## config.mk

```make
export PLATFORM = sky130hd
export DESIGN_NAME = ctl_bit_exec
export DESIGN_NICKNAME = d
export VERILOG_FILES = /design/src/rtl/ctl_bit_pkg.sv /design/src/rtl/ctl_bit_exec.sv
export SDC_FILE = /design/constraint.sdc
export NUM_CORES = 1
export LEC_CHECK = 0
export ABC_AREA = 1
export BUFFER_PORTS_ARGS = -buffer_cell sky130_fd_sc_hd__buf_2
export CORE_MARGIN = 3
export CORE_UTILIZATION = 55
export DETAILED_ROUTE_END_ITERATION = 7
export GPL_TIMING_DRIVEN = 0
export HOLD_SLACK_MARGIN = 0.05
export PLACE_DENSITY = 0.78
export SLEW_MARGIN = 20
export SYNTH_ARGS = -nofsm -noshare
export SYNTH_HDL_FRONTEND = slang
export SYNTH_SLANG_ARGS = --single-unit
```

## constraint.sdc

```tcl
create_clock -name clk -period 5.8 [get_ports clk]
set_input_delay 1.16 -clock clk [delete_from_list [all_inputs] [get_ports clk]]
set_output_delay 1.16 -clock clk [all_outputs]
set_load 0.05 [all_outputs]
```

## src/rtl/ctl_bit_pkg.sv

```systemverilog
// Constants, opcodes, register map and shared types for the control and bit-bus executor
`default_nettype none
package ctl_bit_pkg;
	// ----------------------------------------------------------------
	// Opcodes
	// ----------------------------------------------------------------
	localparam logic [15:0] OP_IDLE       = 16'h0340;
	localparam logic [15:0] OP_CLOCK_OFF  = 16'h03C0;
	localparam logic [15:0] OP_CLOCK_ON   = 16'h03A0;
	localparam logic [15:0] OP_LOAD_RESTART = 16'h03E0;
	localparam logic [7:0]  OP_SET_ONE    = 8'h1D;
	localparam logic [7:0]  OP_SET_ZERO   = 8'h1E;
	localparam logic [7:0]  OP_TEST_BIT   = 8'h1F;
	// ----------------------------------------------------------------
	// Status register layout (bit 0 is the least significant)
	// ----------------------------------------------------------------
	localparam int          EQ_BIT        = 13;
	localparam int          PRIV_BIT      = 8;
	localparam int          MAP_BIT       = 7;
	localparam int          MASK_MSB      = 3;
	localparam logic [3:0]  CLOCK_LEVEL   = 4'h5;
	localparam logic [3:0]  MASK_CLEAR    = 4'h0;
	// ----------------------------------------------------------------
	// Context switch and bit bus
	// ----------------------------------------------------------------
	localparam logic [15:0] VEC_WP_ADDR   = 16'hFFFC;
	localparam logic [15:0] VEC_PC_ADDR   = 16'hFFFE;
	localparam logic [15:0] WR13_OFFSET   = 16'h001A;
	localparam logic [15:0] WR14_OFFSET   = 16'h001C;
	localparam logic [15:0] WR15_OFFSET   = 16'h001E;
	localparam logic [15:0] PC_STEP       = 16'h0002;
	localparam logic [11:0] PRIV_BIT_LIMIT = 12'hE00;
	localparam logic [1:0]  TEST_WAIT     = 2'h3;
	// ----------------------------------------------------------------
	// Line clock timing
	// ----------------------------------------------------------------
	localparam int          CLK_PERIOD_NS = 8;
	localparam int          LINE_PERIOD_NS = 8330000;
	localparam int          LINE_CYCLES_DEF = LINE_PERIOD_NS / CLK_PERIOD_NS;
	// ----------------------------------------------------------------
	// Register map
	// ----------------------------------------------------------------
	localparam logic [7:0]  CTRL_OFS      = 8'h00;
	localparam logic [7:0]  STAT_OFS      = 8'h04;
	localparam logic [7:0]  WP_OFS        = 8'h08;
	localparam logic [7:0]  PC_OFS        = 8'h0C;
	localparam logic [7:0]  SR_OFS        = 8'h10;
	localparam logic [2:0]  CTRL_RESET    = 3'h0;
	localparam logic [15:0] CONTEXT_RESET = 16'h0000;
	// ----------------------------------------------------------------
	// Types
	// ----------------------------------------------------------------
	typedef enum logic [2:0] {
		S_READY   = 3'b000,
		S_IDLE    = 3'b001,
		S_VEC_WP  = 3'b010,
		S_VEC_PC  = 3'b011,
		S_SAVE13  = 3'b100,
		S_SAVE14  = 3'b101,
		S_SAVE15  = 3'b110,
		S_TEST    = 3'b111
	} exec_state_t;
	typedef struct packed {
		logic singleChip;
		logic mapOpt;
		logic privCheck;
	} ctrl_t;
	typedef struct packed {
		logic        req;
		logic        we;
		logic [15:0] addr;
		logic [15:0] wdata;
	} mem_req_t;
endpackage : ctl_bit_pkg
`default_nettype wire
```

## src/rtl/ctl_bit_exec.sv

```systemverilog
// Control and single-bit bus instruction executor with APB register access
`default_nettype none
module ctl_bit_exec
	import ctl_bit_pkg::*;
#(
	parameter int LINE_CYCLES = LINE_CYCLES_DEF
) (
	// Clock, reset, enable
	input  wire logic        clk,
	input  wire logic        resetn,
	input  wire logic        ce,
	// APB slave
	input  wire logic        psel,
	input  wire logic        penable,
	input  wire logic        pwrite,
	input  wire logic [7:0]  paddr,
	input  wire logic [31:0] pwdata,
	input  wire logic [3:0]  pstrb,
	output logic      [31:0] prdata,
	output logic             pready,
	output logic             pslverr,
	// Instruction issue
	input  wire logic        instrValid,
	input  wire logic [15:0] instrWord,
	input  wire logic [15:0] wr12,
	output logic             instrReady,
	// Decode signals and traps
	output logic             idleSig,
	output logic             offDec,
	output logic             onDec,
	output logic             restartDec,
	output logic             errTrap,
	// Interrupts
	input  wire logic        extIntReq,
	input  wire logic [3:0]  extIntLevel,
	input  wire logic        restartReq,
	input  wire logic        loadReq,
	output logic             intTake,
	output logic      [3:0]  intLevel,
	output logic      [15:0] intPc,
	// Bit-addressed bus
	input  wire logic        bitIn,
	output logic      [11:0] bitAddr,
	output logic             bitOut,
	output logic             bitWrite,
	// Memory port for context switch
	input  wire logic        memAck,
	input  wire logic [15:0] memRdata,
	output mem_req_t         mem
);
	localparam int CNT_W = $clog2(LINE_CYCLES);

	typedef struct packed {
		exec_state_t fsm;
		ctrl_t       ctrl;
		logic [15:0] wp;
		logic [15:0] pc;
		logic [15:0] sr;
		logic [15:0] oldWp;
		logic [15:0] oldPc;
		logic [15:0] oldSr;
		logic        lineClkOn;
		logic        clkPend;
		logic [CNT_W-1:0] lineCnt;
		logic [1:0]  testCnt;
		logic [1:0]  bitInSync;
		logic [1:0]  restartSync;
		logic [1:0]  loadSync;
		logic [1:0]  extReqSync;
		logic [3:0]  extLvl1;
		logic [3:0]  extLvl2;
		logic        instrReady;
		logic        idleSig;
		logic        offDec;
		logic        onDec;
		logic        restartDec;
		logic        errTrap;
		logic        intTake;
		logic [3:0]  intLevel;
		logic [15:0] intPc;
		logic [11:0] bitAddr;
		logic        bitOut;
		logic        bitWrite;
		mem_req_t    mem;
		logic [31:0] prdata;
		logic        pready;
		logic        pslverr;
	} state_t;

	state_t state_r;
	state_t state_nxt;

	// ----------------------------------------------------------------
	// Decode helpers
	// ----------------------------------------------------------------
	logic        accept;
	logic        privOn;
	logic        ctlOp;
	logic [11:0] effAddr;
	logic        bitOp;
	logic        bitTrap;
	logic        clkReq;
	logic        extReq;
	logic [3:0]  takeLvl;
	logic        anyReq;
	logic        apbWrite;
	logic        regHit;

	function automatic logic [15:0] mergeBytes(input logic [15:0] old, input logic [31:0] wd,
			input logic [3:0] strb);
		logic [15:0] r;
		r = old;
		if (strb[0]) begin
			r[7:0] = wd[7:0];
		end
		if (strb[1]) begin
			r[15:8] = wd[15:8];
		end
		return r;
	endfunction : mergeBytes

	always_comb begin
		accept  = instrValid && state_r.instrReady;
		privOn  = state_r.ctrl.privCheck && state_r.sr[PRIV_BIT];
		ctlOp   = (instrWord == OP_IDLE) || (instrWord == OP_CLOCK_OFF)
			|| (instrWord == OP_CLOCK_ON) || (instrWord == OP_LOAD_RESTART);
		effAddr = wr12[12:1] + {{4{instrWord[7]}}, instrWord[7:0]};
		bitOp   = (instrWord[15:8] == OP_SET_ONE) || (instrWord[15:8] == OP_SET_ZERO)
			|| (instrWord[15:8] == OP_TEST_BIT);
		bitTrap = privOn && (effAddr >= PRIV_BIT_LIMIT);
		clkReq  = state_r.clkPend && (state_r.sr[MASK_MSB:0] >= CLOCK_LEVEL);
		extReq  = state_r.extReqSync[1] && (state_r.sr[MASK_MSB:0] >= state_r.extLvl2);
		if (extReq && (!clkReq || state_r.extLvl2 < CLOCK_LEVEL)) begin
			takeLvl = state_r.extLvl2;
		end else begin
			takeLvl = CLOCK_LEVEL;
		end
		anyReq   = clkReq || extReq;
		apbWrite = psel && penable && state_r.pready && pwrite && !state_r.pslverr;
		regHit   = (paddr == CTRL_OFS) || (paddr == STAT_OFS) || (paddr == WP_OFS)
			|| (paddr == PC_OFS) || (paddr == SR_OFS);
	end

	// ----------------------------------------------------------------
	// Next state
	// ----------------------------------------------------------------
	always_comb begin
		state_nxt = state_r;
		state_nxt.offDec     = 1'b0;
		state_nxt.onDec      = 1'b0;
		state_nxt.restartDec = 1'b0;
		state_nxt.errTrap    = 1'b0;
		state_nxt.intTake    = 1'b0;
		state_nxt.bitWrite   = 1'b0;
		state_nxt.pready     = 1'b0;
		state_nxt.pslverr    = 1'b0;
		state_nxt.bitInSync   = {state_r.bitInSync[0], bitIn};
		state_nxt.restartSync = {state_r.restartSync[0], restartReq};
		state_nxt.loadSync    = {state_r.loadSync[0], loadReq};
		state_nxt.extReqSync  = {state_r.extReqSync[0], extIntReq};
		state_nxt.extLvl1     = extIntLevel;
		state_nxt.extLvl2     = state_r.extLvl1;
		// Line clock: tick wins over an interrupt-take clear
		if (state_r.lineClkOn) begin
			if (state_r.lineCnt == CNT_W'(LINE_CYCLES - 1)) begin
				state_nxt.lineCnt = '0;
			end else begin
				state_nxt.lineCnt = state_r.lineCnt + 1'b1;
			end
		end
		case (state_r.fsm)
			S_READY, S_IDLE: begin
				if (state_r.fsm == S_READY && accept) begin
					state_nxt.pc = state_r.pc + PC_STEP;
					if (ctlOp && privOn) begin
						state_nxt.errTrap = 1'b1;
					end else if (instrWord == OP_IDLE) begin
						state_nxt.fsm     = S_IDLE;
						state_nxt.idleSig = 1'b1;
					end else if (instrWord == OP_CLOCK_OFF) begin
						state_nxt.offDec = 1'b1;
						if (!state_r.ctrl.singleChip) begin
							state_nxt.lineClkOn = 1'b0;
							state_nxt.lineCnt   = '0;
						end
					end else if (instrWord == OP_CLOCK_ON) begin
						state_nxt.onDec = 1'b1;
						if (!state_r.ctrl.singleChip) begin
							state_nxt.lineClkOn = 1'b1;
							state_nxt.lineCnt   = '0;
						end
					end else if (instrWord == OP_LOAD_RESTART) begin
						state_nxt.restartDec = 1'b1;
						if (!state_r.ctrl.singleChip) begin
							state_nxt.oldWp    = state_r.wp;
							state_nxt.oldPc    = state_r.pc + PC_STEP;
							state_nxt.oldSr    = state_r.sr;
							state_nxt.fsm      = S_VEC_WP;
							state_nxt.mem.req  = 1'b1;
							state_nxt.mem.we   = 1'b0;
							state_nxt.mem.addr = VEC_WP_ADDR;
						end
					end else if (bitOp && bitTrap) begin
						state_nxt.errTrap = 1'b1;
					end else if (bitOp) begin
						state_nxt.bitAddr = effAddr;
						if (instrWord[15:8] == OP_TEST_BIT) begin
							state_nxt.fsm     = S_TEST;
							state_nxt.testCnt = '0;
						end else begin
							// Status and register twelve stay untouched
							state_nxt.bitWrite = 1'b1;
							state_nxt.bitOut   = (instrWord[15:8] == OP_SET_ONE);
						end
					end
				end else if (anyReq) begin
					state_nxt.fsm      = S_READY;
					state_nxt.idleSig  = 1'b0;
					state_nxt.intTake  = 1'b1;
					state_nxt.intLevel = takeLvl;
					state_nxt.intPc    = state_r.pc;
					state_nxt.sr[MASK_MSB:0] = (takeLvl == MASK_CLEAR) ? MASK_CLEAR
						: takeLvl - 1'b1;
				end else if (state_r.fsm == S_IDLE
						&& (state_r.restartSync[1] || state_r.loadSync[1])) begin
					state_nxt.fsm     = S_READY;
					state_nxt.idleSig = 1'b0;
				end
			end
			S_TEST: begin
				if (state_r.testCnt == TEST_WAIT) begin
					state_nxt.sr[EQ_BIT] = state_r.bitInSync[1];
					state_nxt.fsm        = S_READY;
				end else begin
					state_nxt.testCnt = state_r.testCnt + 1'b1;
				end
			end
			S_VEC_WP: begin
				if (memAck) begin
					state_nxt.wp       = memRdata;
					state_nxt.mem.addr = VEC_PC_ADDR;
					state_nxt.fsm      = S_VEC_PC;
				end
			end
			S_VEC_PC: begin
				if (memAck) begin
					state_nxt.pc        = memRdata;
					state_nxt.mem.we    = 1'b1;
					state_nxt.mem.addr  = state_r.wp + WR13_OFFSET;
					state_nxt.mem.wdata = state_r.oldWp;
					state_nxt.fsm       = S_SAVE13;
				end
			end
			S_SAVE13: begin
				if (memAck) begin
					state_nxt.mem.addr  = state_r.wp + WR14_OFFSET;
					state_nxt.mem.wdata = state_r.oldPc;
					state_nxt.fsm       = S_SAVE14;
				end
			end
			S_SAVE14: begin
				if (memAck) begin
					state_nxt.mem.addr  = state_r.wp + WR15_OFFSET;
					state_nxt.mem.wdata = state_r.oldSr;
					state_nxt.fsm       = S_SAVE15;
				end
			end
			S_SAVE15: begin
				if (memAck) begin
					state_nxt.mem.req        = 1'b0;
					state_nxt.mem.we         = 1'b0;
					state_nxt.sr[MASK_MSB:0] = MASK_CLEAR;
					state_nxt.sr[PRIV_BIT]   = 1'b0;
					if (state_r.ctrl.mapOpt) begin
						state_nxt.sr[MAP_BIT] = 1'b0;
					end
					state_nxt.fsm = S_READY;
				end
			end
			default: begin
				state_nxt.fsm = S_READY;
			end
		endcase
		// Pending clock interrupt: take clears; clock off clears and overrides a tick unless singleChip is set
		if (state_nxt.intTake && takeLvl == CLOCK_LEVEL && clkReq) begin
			state_nxt.clkPend = 1'b0;
		end
		if (state_r.lineClkOn && state_r.lineCnt == CNT_W'(LINE_CYCLES - 1)) begin
			state_nxt.clkPend = 1'b1;
		end
		if (state_nxt.offDec && !state_r.ctrl.singleChip) begin
			state_nxt.clkPend = 1'b0;
		end
		state_nxt.instrReady = (state_nxt.fsm == S_READY) && !state_nxt.intTake;
		// APB: one wait state, write lands at the edge where pready is seen high
		if (psel && penable && !state_r.pready) begin
			state_nxt.pready  = 1'b1;
			state_nxt.pslverr = !regHit;
			state_nxt.prdata  = '0;
			case (paddr)
				CTRL_OFS: state_nxt.prdata[2:0]  = state_r.ctrl;
				STAT_OFS: state_nxt.prdata[5:0]  = {state_r.fsm != S_READY, state_r.mem.req,
					state_r.clkPend, state_r.lineClkOn, state_r.idleSig, state_r.instrReady};
				WP_OFS:   state_nxt.prdata[15:0] = state_r.wp;
				PC_OFS:   state_nxt.prdata[15:0] = state_r.pc;
				SR_OFS:   state_nxt.prdata[15:0] = state_r.sr;
				default:  state_nxt.prdata       = '0;
			endcase
		end
		if (apbWrite) begin
			case (paddr)
				CTRL_OFS: if (pstrb[0]) begin
					state_nxt.ctrl = pwdata[2:0];
				end
				WP_OFS:   state_nxt.wp = mergeBytes(state_r.wp, pwdata, pstrb);
				PC_OFS:   state_nxt.pc = mergeBytes(state_r.pc, pwdata, pstrb);
				SR_OFS:   state_nxt.sr = mergeBytes(state_r.sr, pwdata, pstrb);
				default:  state_nxt.prdata = state_nxt.prdata;
			endcase
		end
	end

	always_ff @(posedge clk or negedge resetn) begin
		if (!resetn) begin
			state_r      <= '0;
			state_r.fsm  <= S_READY;
			state_r.ctrl <= CTRL_RESET;
			state_r.pc   <= CONTEXT_RESET;
		end else if (ce) begin
			state_r <= state_nxt;
		end
	end

	// ----------------------------------------------------------------
	// Outputs
	// ----------------------------------------------------------------
	assign prdata     = state_r.prdata;
	assign pready     = state_r.pready;
	assign pslverr    = state_r.pslverr;
	assign instrReady = state_r.instrReady;
	assign idleSig    = state_r.idleSig;
	assign offDec     = state_r.offDec;
	assign onDec      = state_r.onDec;
	assign restartDec = state_r.restartDec;
	assign errTrap    = state_r.errTrap;
	assign intTake    = state_r.intTake;
	assign intLevel   = state_r.intLevel;
	assign intPc      = state_r.intPc;
	assign bitAddr    = state_r.bitAddr;
	assign bitOut     = state_r.bitOut;
	assign bitWrite   = state_r.bitWrite;
	assign mem        = state_r.mem;
endmodule : ctl_bit_exec
`default_nettype wire

```

== Word level (Yosys, flattened, before mapping) ==
Index checks and enable logic that the tools add are counted.

* Register bits after elaboration: 235
* Logic and storage cells: 296

* Add/subtract/negate cells: 8
* Order comparisons: 4
* Eq/ne operators: 48
* Multiplexer cells: 109
* Bitwise operators: 9
* Reduce and logical (&&, ||, !) cells: 74

{| class="wikitable"
|+ Operators by type and width
! operator !! count
|-
| 2-to-1 mux 32 bit || 7
|-
| 2-to-1 mux 16 bit || 8
|-
| 2-to-1 mux 20 bit || 6
|-
| one-hot mux 16 bit (5 select lines) || 1
|-
| 2-to-1 mux 22 bit || 3
|-
| equality test 16 x 10 -> 1 bit (second input constant) || 4
|-
| 2-to-1 mux 3 bit || 19
|-
| adder 16 x 5 -> 16 bit (second input constant) || 3
|-
| 2-to-1 mux 48 bit || 1
|-
| one-hot mux 16 bit (3 select lines) || 1
|-
| 2-to-1 mux 14 bit || 3
|-
| 2-to-1 mux 21 bit || 2
|-
| inequality test 2 bit (second input constant) || 21
|-
| 2-to-1 mux 39 bit || 1
|-
| 2-to-1 mux 18 bit || 2
|-
| 2-to-1 mux 33 bit || 1
|-
| equality test 8 x 5 -> 1 bit (second input constant) || 4
|-
| 2-to-1 mux 4 bit || 8
|-
| 2-to-1 mux 8 bit || 4
|-
| one-hot mux 16 bit (2 select lines) || 1
|-
| one-hot mux 10 bit (3 select lines) || 1
|-
| 2-to-1 mux 2 bit || 13
|-
| AND reduction 11 bit || 2
|-
| one-hot mux 3 bit (7 select lines) || 1
|-
| other kinds (44) || 135
|}

== Depth between registers and ports, before layout ==
* Depth in word-level cells: 17
* Depth in mapped cells: 18
* Gate-level depth less buffers: 18

== Worst setup path after synthesis ==
OpenSTA, ideal clock, no wires.

* Kind: input -> register
* Start point: in instrWord[0]
* End point: reg state_r, in the netlist bitAddr[0]
* Stages: 10
* Required time: 5.675 ns
* Setup slack: 2.891 ns
* Path buffers: 0
* Arrival: 2.784 ns
* Cells stage by stage: ha_1 -> fa_1 -> nand3_1 -> nand3_1 -> nand2_1 -> nand2_1 -> nor2_1 -> nand2_2 -> nand2_4 -> mux2_4

* Word-level cells in the longest chain between the ends: 7
* Elaborated cells between the ends (all ways): 19
* Classes of those cells: 1 x add/sub; 1 x order compare; 4 x eq/ne; 6 x bitwise; 7 x reduce/logical

{| class="wikitable"
|+ Ends and longest elaborated chain
! item !! line !! RTL
|-
| from (decl) || ctl_bit_exec.sv:24 || <nowiki>input wire logic [15:0] instrWord,</nowiki>
|-
| parallel branches: the longest is 7 deep, another holds adder 12 bit || -- ||
|-
| to (signal assigned) || ctl_bit_exec.sv:330 || <nowiki>state_r <= state_nxt;</nowiki>
|-
| to (decl) || ctl_bit_exec.sv:90 || <nowiki>state_t state_r;</nowiki>
|}

Parallel ways; which one is timed is not known.
A chain may end at the register's enable or synchronous reset.

== Worst setup path after layout ==
* Start point: reg state_r[250] (netlist name)
* End point: reg state_r[127] (netlist name)

* Word-level cells in the longest chain between the ends: 4
* Elaborated cells between the ends (all ways): 6
* Classes of those cells: 1 x eq/ne; 2 x mux; 3 x reduce/logical

{| class="wikitable"
|+ Ends and longest elaborated chain
! item !! line !! RTL
|-
| logical NOT 3 bit || ctl_bit_exec.sv:171, ctl_bit_exec.sv:173 ||
|-
| logical AND 1 bit || ctl_bit_exec.sv:173 || <nowiki>if (state_r.fsm == S_READY && accept) begin</nowiki>
|-
| 2-to-1 mux 22 bit || ctl_bit_exec.sv:173 ||
|-
| 2-to-1 mux 20 bit * || ctl_bit_exec.sv:171 || <nowiki>case (state_r.fsm)</nowiki>
|}

Mark *: on every way between the ends. The rest lies on a longest branch, timed or not. The select of a mux whose other input is x is not followed.

==> impl_metrics.ini <==
[clock_tree]
cts_sinks = 235
cts.clk_slew.worst_paths_ns = 0.06
cts_tree = built
h-tree-depth = 1
cts_made_buffers = 27
ctsResizeCount = 0
hold_buffers = 0
clock_path_buffers = 3
clock_latency_ns = 0.54
cts_setup_buffers = 0
cts_root_buf = clkbuf_16

[grt]
antenna_found_initial = 1
grtUsageTotal_pct = 32.0
grt_pass1_vias = 12700
grt_max_degree = 90
grt_pass1_wl_um = 68600
overflow = 0

[timing]
finalCritPeriodShare_pct = 51.5
finalSetupViolCount = 0
timing.final.crit_period_ns = 2.99
max_freq_mhz = 335
tightest_slew_ns = 0.740
skew_ns = 0.00945
setup_ws_ns = 2.81
relSlewSlack_pct = 50.3
slew_viol_final = 0
finalHoldViolCount = 0
setup_tns_ns = 0
fin_hold_ws_ns = 0.473
grt_setup_unrepaired = no

[synth]
ys_ff_latch = 235
yosysUniqueCellTypes = 62
synthMostInstantiatedCell = nand2_1
ys_warn_count = 0
syn-cell-area_sq_um = 14000
synth.largest_area_cell = dfrtp_1
netlist_instances = 1788
yosysTopAreaCellShare_pct = 42.0
synth_flop_cell = dfrtp_1
async_reset_ff_share_pct = 100
synth-edff-count = 0
syn_avg_cell_area_sq_um = 7.82
synth_common_cells = nand2_1, dfrtp_1, inv_1, o21ai_0, nor2_1
yosys-top-cells-area = dfrtp_1, nand2_1, o21ai_0
yosysSeqAreaShare_pct = 42.0

[detailed_routing]
viasPerCell = 5.70
drtPass1Iterations = 6
wl_per_cell_um = 18.7
drt_iter0_markers = 1306
drc = 0
drtAntennaViolNets = 0
vias = 13400
drt_wl_total_um = 44000

[flow_run]
maxCapViolCount = 0

[min_path]
worstHoldStart = intLevel[3]$_DFFE_PN0P_
holdPathStages = 2
min_path_type = flop to flop
hold_end = intLevel[3]$_DFFE_PN0P_

[setup_path]
timing.rr.end = state_r[127]$_DFFE_PN0P_
critPathKind = flop to flop
r2r-start = state_r[250]$_DFFE_PN0P_
worstPathArrival_ns = 3.37
worstPathRequired_ns = 6.19
rr_worst_depth = 12
end_kind = flop
reg2reg_slack_ns = 2.81
startpoint_type = flop
critical_path.max_fanout = 9

[placement]
place_ws_ns = 2.46
place_hpwl_um = 34300
numPortBuffers = 174
dpl_cell_area_sq_um = 15400
placed_cells = 2303
gp_congestion = 0.964

[layout]
drive_above_1_share_pct = 21.9
multiInputGateArea_sq_um = 6370
fill_cells = 2241
final_util_pct = 65.9
seqCellArea_sq_um = 5880
area_delta_synth_final_pct = 16.2
nets = 2143
antennaDiodeCount = 0
fin_cells = 2351
final_cell_area_sq_um = 16200

[floorplanning]
dieHeight_um = 165
dieArea_sq_um = 27400
die_x_um = 165
start_util_pct = 56.7
coreArea_sq_um = 24700
rows = 57
io_pins = 217

[power_and_ir_drop]
p_total_mw = 7.29
peakVddDrop_mv = 0.293
p_leak_nw = 8.04
power.density_nw_per_um2 = 449

[outcome]
status = finished, final reports clean
[kinds of logic after synthesis]
kind of cell | share of synthesized area [%]
buf+inv | 12.9
mux | 0.590
flops | 42.0
other cells | 0.0268
fa+ha+maj | 2.52
xor+xnor | 1.82
simple gates | 21.3
compound gates | 18.9
[metal layers]
metal / vias up / track usage (%) / part of all wire, %
li1: 6308 / - / -
met1: 6361 / 42.3 / 41
met2: 583 / 53.9 / 48
met3: 135 / 4.61 / 7.2
met4: 2 / 11.8 / 4.3
met5: - / 0 / 0.025
[sequential cells by signal, summed over array words and instances (netlist names), 4 cells and up]
signal	cells
state_r	134
mem	34
intPc	16
prdata	16
bitAddr	12
state_nxt	8
intLevel	4
[cell usage in the layout, fill, tap and decap left out, drive strengths merged, types with 3 or more instances in the layout]
cell type and instances:
a21oi 108, a221oi 7, a31o 15, a31oi 7
a32oi 16, buf 305, clkbuf 70, clkinv 7
conb 16, dfrtp 235, ha 25, inv 201
mux2 4, mux2i 3, nand2 393, nand3 60
nand4 26, nor2 150, nor3 27, nor4 16
o211ai 13, o21ai 233, o221ai 4, o22ai 29
o2bb2ai 4, o31ai 6, or2 3, xnor2 5
xor2 24
[critical path, cell delays in order, from the launching register on]
cell and delay [ns]:
dfrtp_1 0.49, inv_2 0.19, ha_1 0.17, clkbuf_1 0.40, inv_2 0.23, nor2_4 0.30
inv_2 0.15, nor3_1 0.18, nand3_1 0.16, nand2_1 0.20, inv_2 0.11, o21ai_0 0.11
o21ai_0 0.13
[worst max path at each step]
| stage | cells after the start | from | to | slack, ns |
|---|---|---|---|---|
| after floorplan | 10 | instrWord[0] | bitAddr[0]$_DFFE_PN0P_ | 2.89 |
| after global placement | 1 | resetn | state_r[137]$_DFFE_PN0P_ | -0.63 |
| after detailed placement | 13 | instrWord[0] | bitAddr[6]$_DFFE_PN0P_ | 2.46 |
| after CTS | 12 | state_r[250]$_DFFE_PN0P_ | state_r[127]$_DFFE_PN0P_ | 2.87 |
| after global routing | 12 | state_r[250]$_DFFE_PN0P_ | state_r[127]$_DFFE_PN0P_ | 2.64 |
| final | 12 | state_r[250]$_DFFE_PN0P_ | state_r[127]$_DFFE_PN0P_ | 2.81 |
[final cells by class]
cell class	count	share of cell area, %
Clock buffer	41	4.91
Inverter	202	4.70
Multi-Input combinational cell	1208	39.2
Tap cell	324	2.49
Sequential cell	235	36.2
Timing Repair Buffer	176	5.76
Buffer	158	6.38
Clock inverter	7	0.393
[power breakdown]
group,switching [mW],total [mW],internal (mW)
combinational,2.26,3.31,1.05
clock,0.688,1.68,0.987
sequential,0.320,2.31,1.99
total,3.27,7.29,4.02
(Power assumes the default switching activity.)
